$ cat src/pkg/vtm_regs.svh
// Register indices, field positions, reset values and timing constants.
//
// What this block does
// - Sources are measured one after another in a fixed rotating order.
// - No measurement starts before the reset sequencer reaches normal mode.
// - Each slot lasts 1 ms; each finished reading lands in its register.
// - Each voltage pin has its own programmable upper and lower limit.
// - A pin reading outside its window sets that pin's alarm bit.
// - A temperature reading outside its range sets the temperature alarm.
// - The monitor is off after reset until software sets its enable.
// - Disabled sources are skipped, so the rotation only has enabled ones.
// - Enable, limit, alarm and reading controls sit at indices 0x15-0x1B.
// - After power-up the first two pins sense voltage, others stay normal.
// - Software reaches these registers through the device register port.
`ifndef VTM_REGS_SVH
`define VTM_REGS_SVH

`define VTM_RES_W      8
`define VTM_NSRC       3
`define VTM_SRC_TEMP   2'h2
`define VTM_SLOT_US    1000
`define VTM_CLK_MHZ    100

`define VTM_IDX_CTRL   8'h15
`define VTM_IDX_LIM0   8'h16
`define VTM_IDX_LIM1   8'h17
`define VTM_IDX_LIMT   8'h18
`define VTM_IDX_ALARM  8'h19
`define VTM_IDX_READ   8'h1a
`define VTM_IDX_MASK   8'h1b

`define VTM_CTRL_EN    0
`define VTM_CTRL_SRC   1
`define VTM_CTRL_CUR   8
`define VTM_CTRL_RUN   10
`define VTM_LIM_HI     8
`define VTM_RD_STEP    8

`define VTM_RST_SRC_EN 3'h7
`define VTM_RST_ROUTE  4'h3
`endif

$ cat src/pkg/vtm_pkg.sv
// Types shared by the monitor sequencer.
`include "vtm_regs.svh"
package vtm_pkg;
   typedef enum logic [1:0] {
      VTM_OFF   = 2'h0,
      VTM_START = 2'h1,
      VTM_MEAS  = 2'h3
   } vtm_fsm_e;

   typedef logic [`VTM_RES_W-1:0] vtm_res_t;

   typedef struct packed {
      vtm_fsm_e                     fsm;
      logic                         mon_en;
      logic [`VTM_NSRC-1:0]         src_en;
      logic [`VTM_NSRC-1:0][7:0]    lim_lo;
      logic [`VTM_NSRC-1:0][7:0]    lim_hi;
      logic [`VTM_NSRC-1:0][7:0]    rd;
      logic [`VTM_NSRC-1:0]         sts;
      logic [`VTM_NSRC-1:0]         mask;
      logic [1:0]                   src;
      logic                         conv;
      logic [31:0]                  prdata;
      logic                         pready;
      logic                         pslverr;
      logic                         irq;
      logic [3:0]                   route;
   } vtm_state_s;
endpackage : vtm_pkg

$ cat src/rtl/vtm_sequencer.sv
// Voltage and temperature monitor sequencer with its register slave.
`timescale 1ns/1ns
`default_nettype none
`include "vtm_regs.svh"
module vtm_sequencer #(
   parameter int unsigned SLOT_CYC = `VTM_SLOT_US * `VTM_CLK_MHZ
) (
   // Clock and reset.
   input  wire logic        pclk,
   input  wire logic        presetn,
   // Register bus.
   input  wire logic        psel,
   input  wire logic        penable,
   input  wire logic        pwrite,
   input  wire logic [11:0] paddr,
   input  wire logic [31:0] pwdata,
   output var  logic [31:0] prdata,
   output var  logic        pready,
   output var  logic        pslverr,
   // Reset sequencer status.
   input  wire logic        normal_mode,
   // Converter front end.
   output var  logic [1:0]  sense_sel,
   output var  logic        conv_start,
   input  wire logic        sense_done,
   input  wire logic [7:0]  sense_data,
   // Pin routing, alarms to the link, interrupt.
   output var  logic [3:0]  pin_sense_route,
   output var  logic [2:0]  alarm,
   output var  logic        irq
);
   localparam int NS = `VTM_NSRC;

   vtm_pkg::vtm_state_s st_q;
   vtm_pkg::vtm_state_s st_d;

   logic          tick;
   logic [7:0]    idx;
   logic          hit;
   logic          acc;
   logic          wr;
   logic          any_en;
   logic          go;
   logic [NS-1:0] oor;
   logic [1:0]    nxt;

   // Next enabled source after cur, wrapping round to the first.
   function automatic logic [1:0] next_src(input logic [1:0] cur,
                                          input logic [NS-1:0] en);
      logic [1:0] c;
      logic [1:0] r;
      c = cur;
      r = cur;
      for (int k = 0; k < NS; k++) begin
         c = (c == 2'(NS - 1)) ? 2'h0 : c + 2'h1;
         if (en[c] && r == cur) begin
            r = c;
         end
      end
      if (!en[cur] && r == cur) begin
         r = 2'h0;
      end
      return r;
   endfunction : next_src

   function automatic logic [31:0] rd_mux(input vtm_pkg::vtm_state_s s,
                                          input logic [7:0] a);
      logic [31:0] v;
      v = '0;
      case (a)
         `VTM_IDX_CTRL: begin
            v[`VTM_CTRL_EN] = s.mon_en;
            v[`VTM_CTRL_SRC +: NS] = s.src_en;
            v[`VTM_CTRL_CUR +: 2] = s.src;
            v[`VTM_CTRL_RUN] = (s.fsm != vtm_pkg::VTM_OFF);
         end
         `VTM_IDX_LIM0: v[15:0] = {s.lim_hi[0], s.lim_lo[0]};
         `VTM_IDX_LIM1: v[15:0] = {s.lim_hi[1], s.lim_lo[1]};
         `VTM_IDX_LIMT: v[15:0] = {s.lim_hi[2], s.lim_lo[2]};
         `VTM_IDX_ALARM: v[NS-1:0] = s.sts;
         `VTM_IDX_READ: v[23:0] = s.rd;
         `VTM_IDX_MASK: v[NS-1:0] = s.mask;
         default: v = '0;
      endcase
      return v;
   endfunction : rd_mux

   vtm_slot_timer #(
      .SLOT_CYC (SLOT_CYC)
   ) u_timer (
      .pclk    (pclk),
      .presetn (presetn),
      .run     (st_q.fsm != vtm_pkg::VTM_OFF),
      .tick    (tick)
   );

   // The register file answers at byte address four times its index.
   assign idx = paddr[9:2];
   assign hit = (paddr[11:10] == 2'h0) && (idx >= `VTM_IDX_CTRL)
             && (idx <= `VTM_IDX_MASK);
   // One wait state; writes act at the edge that completes the access.
   assign acc = psel && penable && st_q.pready;
   assign wr  = acc && pwrite && hit;
   assign any_en = |st_q.src_en;
   assign go  = st_q.mon_en && normal_mode && any_en;
   assign nxt = next_src(st_q.src, st_q.src_en);

   // Each source checks a fresh reading against its own pair of limits.
   for (genvar i = 0; i < NS; i++) begin : g_cmp
      assign oor[i] = sense_done && st_q.fsm == vtm_pkg::VTM_MEAS
                   && st_q.src == 2'(i)
                   && (sense_data < st_q.lim_lo[i]
                       || sense_data > st_q.lim_hi[i]);
   end

   always_comb begin
      st_d = st_q;
      st_d.conv = 1'b0;
      // Register bus.
      if (psel && penable && !st_q.pready) begin
         st_d.pready  = 1'b1;
         st_d.pslverr = !hit;
         st_d.prdata  = hit ? rd_mux(st_q, idx) : '0;
      end else begin
         st_d.pready  = 1'b0;
         st_d.pslverr = 1'b0;
      end
      if (wr) begin
         case (idx)
            `VTM_IDX_CTRL: begin
               st_d.mon_en = pwdata[`VTM_CTRL_EN];
               st_d.src_en = pwdata[`VTM_CTRL_SRC +: NS];
            end
            `VTM_IDX_LIM0: begin
               st_d.lim_lo[0] = pwdata[7:0];
               st_d.lim_hi[0] = pwdata[`VTM_LIM_HI +: 8];
            end
            `VTM_IDX_LIM1: begin
               st_d.lim_lo[1] = pwdata[7:0];
               st_d.lim_hi[1] = pwdata[`VTM_LIM_HI +: 8];
            end
            `VTM_IDX_LIMT: begin
               st_d.lim_lo[2] = pwdata[7:0];
               st_d.lim_hi[2] = pwdata[`VTM_LIM_HI +: 8];
            end
            `VTM_IDX_ALARM: st_d.sts = st_q.sts & ~pwdata[NS-1:0];
            `VTM_IDX_MASK: st_d.mask = pwdata[NS-1:0];
            default: st_d.mask = st_q.mask;
         endcase
      end
      // An alarm raised in the clearing cycle survives the clear.
      st_d.sts = st_d.sts | oor;
      // Sequencing.
      case (st_q.fsm)
         vtm_pkg::VTM_OFF: begin
            if (go) begin
               st_d.src = next_src(2'(NS - 1), st_q.src_en);
               st_d.fsm = vtm_pkg::VTM_START;
            end
         end
         vtm_pkg::VTM_START: begin
            // A start cut short by a dropped enable must not convert.
            st_d.conv = go;
            st_d.fsm  = go ? vtm_pkg::VTM_MEAS : vtm_pkg::VTM_OFF;
         end
         vtm_pkg::VTM_MEAS: begin
            if (sense_done) begin
               st_d.rd[st_q.src] = sense_data;
            end
            if (!go) begin
               st_d.fsm = vtm_pkg::VTM_OFF;
            end else if (tick) begin
               st_d.src  = nxt;
               st_d.conv = 1'b1;
            end
         end
         default: st_d.fsm = vtm_pkg::VTM_OFF;
      endcase
      st_d.irq = |(st_d.sts & st_d.mask);
   end

   always_ff @(posedge pclk or negedge presetn) begin
      if (!presetn) begin
         st_q        <= '0;
         st_q.fsm    <= vtm_pkg::VTM_OFF;
         st_q.src_en <= `VTM_RST_SRC_EN;
         st_q.route  <= `VTM_RST_ROUTE;
      end else begin
         st_q <= st_d;
      end
   end

   assign prdata          = st_q.prdata;
   assign pready          = st_q.pready;
   assign pslverr         = st_q.pslverr;
   assign sense_sel       = st_q.src;
   assign conv_start      = st_q.conv;
   assign pin_sense_route = st_q.route;
   assign alarm           = st_q.sts;
   assign irq             = st_q.irq;

   // Helper: source of the previous conversion, for the rotation check.
   logic [1:0] prev_q;
   logic       prev_v_q;
   always_ff @(posedge pclk or negedge presetn) begin
      if (!presetn) begin
         prev_q   <= 2'h0;
         prev_v_q <= 1'b0;
      end else if (st_q.fsm == vtm_pkg::VTM_OFF) begin
         prev_v_q <= 1'b0;
      end else if (st_q.conv) begin
         prev_q   <= st_q.src;
         prev_v_q <= 1'b1;
      end
   end
endmodule : vtm_sequencer
`default_nettype wire

$ cat src/rtl/vtm_slot_timer.sv
// Measurement slot timer that pulses once per slot while running.
`timescale 1ns/1ns
`default_nettype none
module vtm_slot_timer #(
   parameter int unsigned SLOT_CYC = 100000
) (
   // Clock and reset.
   input  wire logic pclk,
   input  wire logic presetn,
   // Control and slot pulse.
   input  wire logic run,
   output var  logic tick
);
   localparam int unsigned CW = $clog2(SLOT_CYC + 1);
   localparam logic [CW-1:0] LAST = CW'(SLOT_CYC - 1);

   typedef struct packed {
      logic [CW-1:0] cnt;
      logic          tick;
   } vtm_tmr_s;

   vtm_tmr_s tq;
   vtm_tmr_s td;

   always_comb begin
      td = tq;
      td.tick = 1'b0;
      if (!run) begin
         td.cnt = '0;
      end else if (tq.cnt == LAST) begin
         td.cnt  = '0;
         td.tick = 1'b1;
      end else begin
         td.cnt = tq.cnt + CW'(1);
      end
   end

   always_ff @(posedge pclk or negedge presetn) begin
      if (!presetn) begin
         tq <= '0;
      end else begin
         tq <= td;
      end
   end

   assign tick = tq.tick;
endmodule : vtm_slot_timer
`default_nettype wire

$ cat config.mk
export PLATFORM = sky130hd
export DESIGN_NAME = vtm_sequencer
export DESIGN_NICKNAME = d
export VERILOG_FILES = /design/src/pkg/vtm_pkg.sv /design/src/rtl/vtm_sequencer.sv /design/src/rtl/vtm_slot_timer.sv
export VERILOG_INCLUDE_DIRS = /design/src /design/src/pkg
export SDC_FILE = /design/constraint.sdc
export NUM_CORES = 1
export LEC_CHECK = 0
export BUFFER_PORTS_ARGS = -buffer_cell sky130_fd_sc_hd__buf_2
export CORE_MARGIN = 3
export CORE_UTILIZATION = 54
export DETAILED_ROUTE_END_ITERATION = 7
export PLACE_DENSITY_LB_ADDON = 0.12
export SETUP_SLACK_MARGIN = 0.3
export SLEW_MARGIN = 0
export SYNTH_ARGS = -nofsm -noshare
export SYNTH_HDL_FRONTEND = slang
export SYNTH_HIERARCHICAL = 1
export SYNTH_SLANG_ARGS = --single-unit
$ cat constraint.sdc
create_clock -name pclk -period 5.5 [get_ports pclk]
set_input_delay 1.1 -clock pclk [delete_from_list [all_inputs] [get_ports pclk]]
set_output_delay 1.1 -clock pclk [all_outputs]
set_load 0.1 [all_outputs]
==> metrics.cfg <==
[pwr]
combPwrFrac_pct=6.5
p_clk_share_pct=50.8
cellPowerDensity_nw_per_um2=278
switching_power_uw=521
p_seq_share_pct=42.7
internal_power_uw=1760
p_leak_uw=0.00389
swShare_pct=22.9
vdd_drop_max_uv=201

[global_route]
first_global_vias=5275
grt.overflow.total=0
grt_use_total_pct=23.8
antenna_found_initial=0
grt_max_degree=51
grt_pass1_wl_mm=27.3

[synth]
ys_warn_count=6
async_reset_ff_share_pct=100
netlist_instances=661
netlist_area_um2=7340
synth-edff-count=0
yosysSeqAreaShare_pct=45.1
ys.flop_type=dfrtp_1
ys_ff_latch=132
synth.distinct_cells=71
syn-mean-instance-area_um2=11.1

[setup_path]
required_ps=5800
critPathLaunchType=input pin
path_cells=buf_2, or4b_1, or2_4, nor3_4, nand2_4, mux2_4
reg2reg_depth=8
worstSetupPathType=input pin to flip-flop
critPathMaxStageDelay_ps=730
end_kind=flip-flop
arrival_ps=3690
slowest_stage=or4b_1
path_max_fanout=16

[clock_tree]
insertion_delay_ps=420
ctsResizeCount=0
cts_buffers=17
htreeDepth=4
root_buffer=clkbuf_16
cts_buffer_depth=2
path_clk_slew_ps=50
clock_sinks=132
post_cts_buffers=0
postCtsHoldBufs=0
tritoncts=built

[drt]
via_per_inst=5.75
first_iter_violations=288
finalWirelength_mm=16.5
wire_per_inst_um=18.5
drcViolationCount=0
ant_nets=0
vias=5134
drtPass1Iterations=5

[sta]
relSlewSlack_pct=21.8
setup_tns_ps=0
grt_setup_unrepaired=no
period_share_pct=61.7
finalSetupViolCount=0
worst_pin_slew_ps=1160
finClkSkew_ps=6.69
slew_violations=0
period_needed_ps=3390
holdWs_ps=473
clock.fmax_mhz=295
finalHoldViolations=0

[status]
status=completed

[placed_design]
hpwl_mm=12.0
io_buffers=73
gp_congestion=0.907

[floorplanning]
die_h_um=123
start_util_pct=56.8
ios=104
die_w_um=123
rows=41
die_area_um2=15000
core-area_um2=12900

[final_layout]
final_cell_mix=dfrtp_1 (129), buf_2 (72), mux2_2 (66)
ff_latch_area_um2=3310
layout-drive-gt1-share_pct=29.5
num-nets-final=813
syn_to_final_growth_pct=11.6
final_common_cell=dfrtp_1
insertedDiodeCount=0
final.fill_count=1050
multi_input_area_um2=3440

[worst_hold_path]
min_path_type=flip-flop to flip-flop
hold_depth=2

[run]
maxCapViolCount=0

-- path summary, 6_finish.rpt --
check | startpoint | endpoint | slack (ps)
worst min-delay path | prdata[1]$_DFFE_PN0P_ | prdata[1]$_DFFE_PN0P_ | 470
worst max register to register | st_q[78]$_DFFE_PN0P_ | irq$_DFF_PN0_ | 3150
worst min register to register | prdata[1]$_DFFE_PN0P_ | prdata[1]$_DFFE_PN0P_ | 470
worst max-delay path | paddr[9] | st_q[94]$_DFFE_PN0P_ | 2110
min in group asynchronous | presetn | prdata[12]$_DFFE_PN0P_ | 650
max in group asynchronous | presetn | u_timer/tq[1]$_DFF_PN0_ | 3860
-- layer usage --
metal  up-vias  wire [µm]  GRT usage [%]
met4         0        435           9.80
met1      2529       7320           30.9
li1       2415          -              -
met5         -          0              0
met3        32        907           5.12
met2       158       7840           38.7
-- metrics by stage --
step / cells / cell area [µm²] / utilization (%) / power [µW] / setup slack, ps
final: 893 / 8190 / 63.3 / 2280 / 2110
after detailed placement: 861 / 7580 / 58.7 / 1140 / 1710
after global routing: 893 / 8190 / 63.3 / 2360 / 2040
after CTS: 893 / 8190 / 63.3 / 2300 / 2140
after floorplan: 671 / 7380 / - / 1080 / 2440
after global placement: 861 / 7580 / 58.7 / 1130 / 1720
-- logic make-up (layout without fill, tap and decap cells) --
| kind of cell | count (synthesis) | after routing | synth area share [%] |
|---|---|---|---|
| AO/OA/AOI/OAI | 132 | 132 | 12.6 |
| buffers and inverters | 118 | 168 | 8.57 |
| AND/OR/NAND/NOR | 137 | 137 | 10.9 |
| XOR/XNOR | 13 | 13 | 1.55 |
| other | 2 | 12 | 0.102 |
| adder cells (fa/ha/maj) | 46 | 46 | 7.84 |
| multiplexers | 81 | 81 | 13.4 |
| flip-flops | 132 | 132 | 45.1 |
-- power by group through the flow --
stage	Clock, µW	Sequential (µW)	Combinational [µW]
after floorplan	0	996	86.9
after global routing	1220	972	165
final	1160	973	148
after global placement	0	990	144
after CTS	1170	973	149
after detailed placement	0	990	149
-- area by class of cell --
| cell class | count | area share, % |
|---|---|---|
| multi-input combinational | 421 | 42.0 |
| sequential | 132 | 40.4 |
| clock buffer | 24 | 5.88 |
| timing repair buffer | 77 | 4.86 |
| inverter | 59 | 2.70 |
| tap | 172 | 2.63 |
| clock inverter | 8 | 1.51 |
-- sequential cells by signal, indices dropped and copies added, names as in the netlist --
| name | count |
|---|---|
| pready | 1 |
| conv_start | 1 |
| st_q | 81 |
| u_timer/tick | 1 |
| alarm | 3 |
| pslverr | 1 |
| irq | 1 |
| u_timer/tq | 17 |
| sense_sel | 2 |
| prdata | 24 |
-- critical path: cells and delay by family --
kind          cells  cell delay, ps
buf+inv           1              90
simple gates      4            2090
mux               1             390
-- Yosys cell counts, types with 7 or more instances --
cell	count	share of area, %
buf_4	42	4.3
mux2_2	66	10
dfrtp_1	129	44
a22o_1	19	2.3
nand3_1	11	0.75
a21boi_0	8	0.82
o21ai_0	28	1.9
nand2b_1	7	0.60
a21oi_1	29	2.0
mux2_4	10	2.0
clkbuf_1	8	0.41
inv_1	59	3.0
ha_1	46	7.8
nor2_1	24	1.2
nand2_1	42	2.1
xnor2_1	8	0.95
No activity file was read; power rests on OpenSTA's default activity.
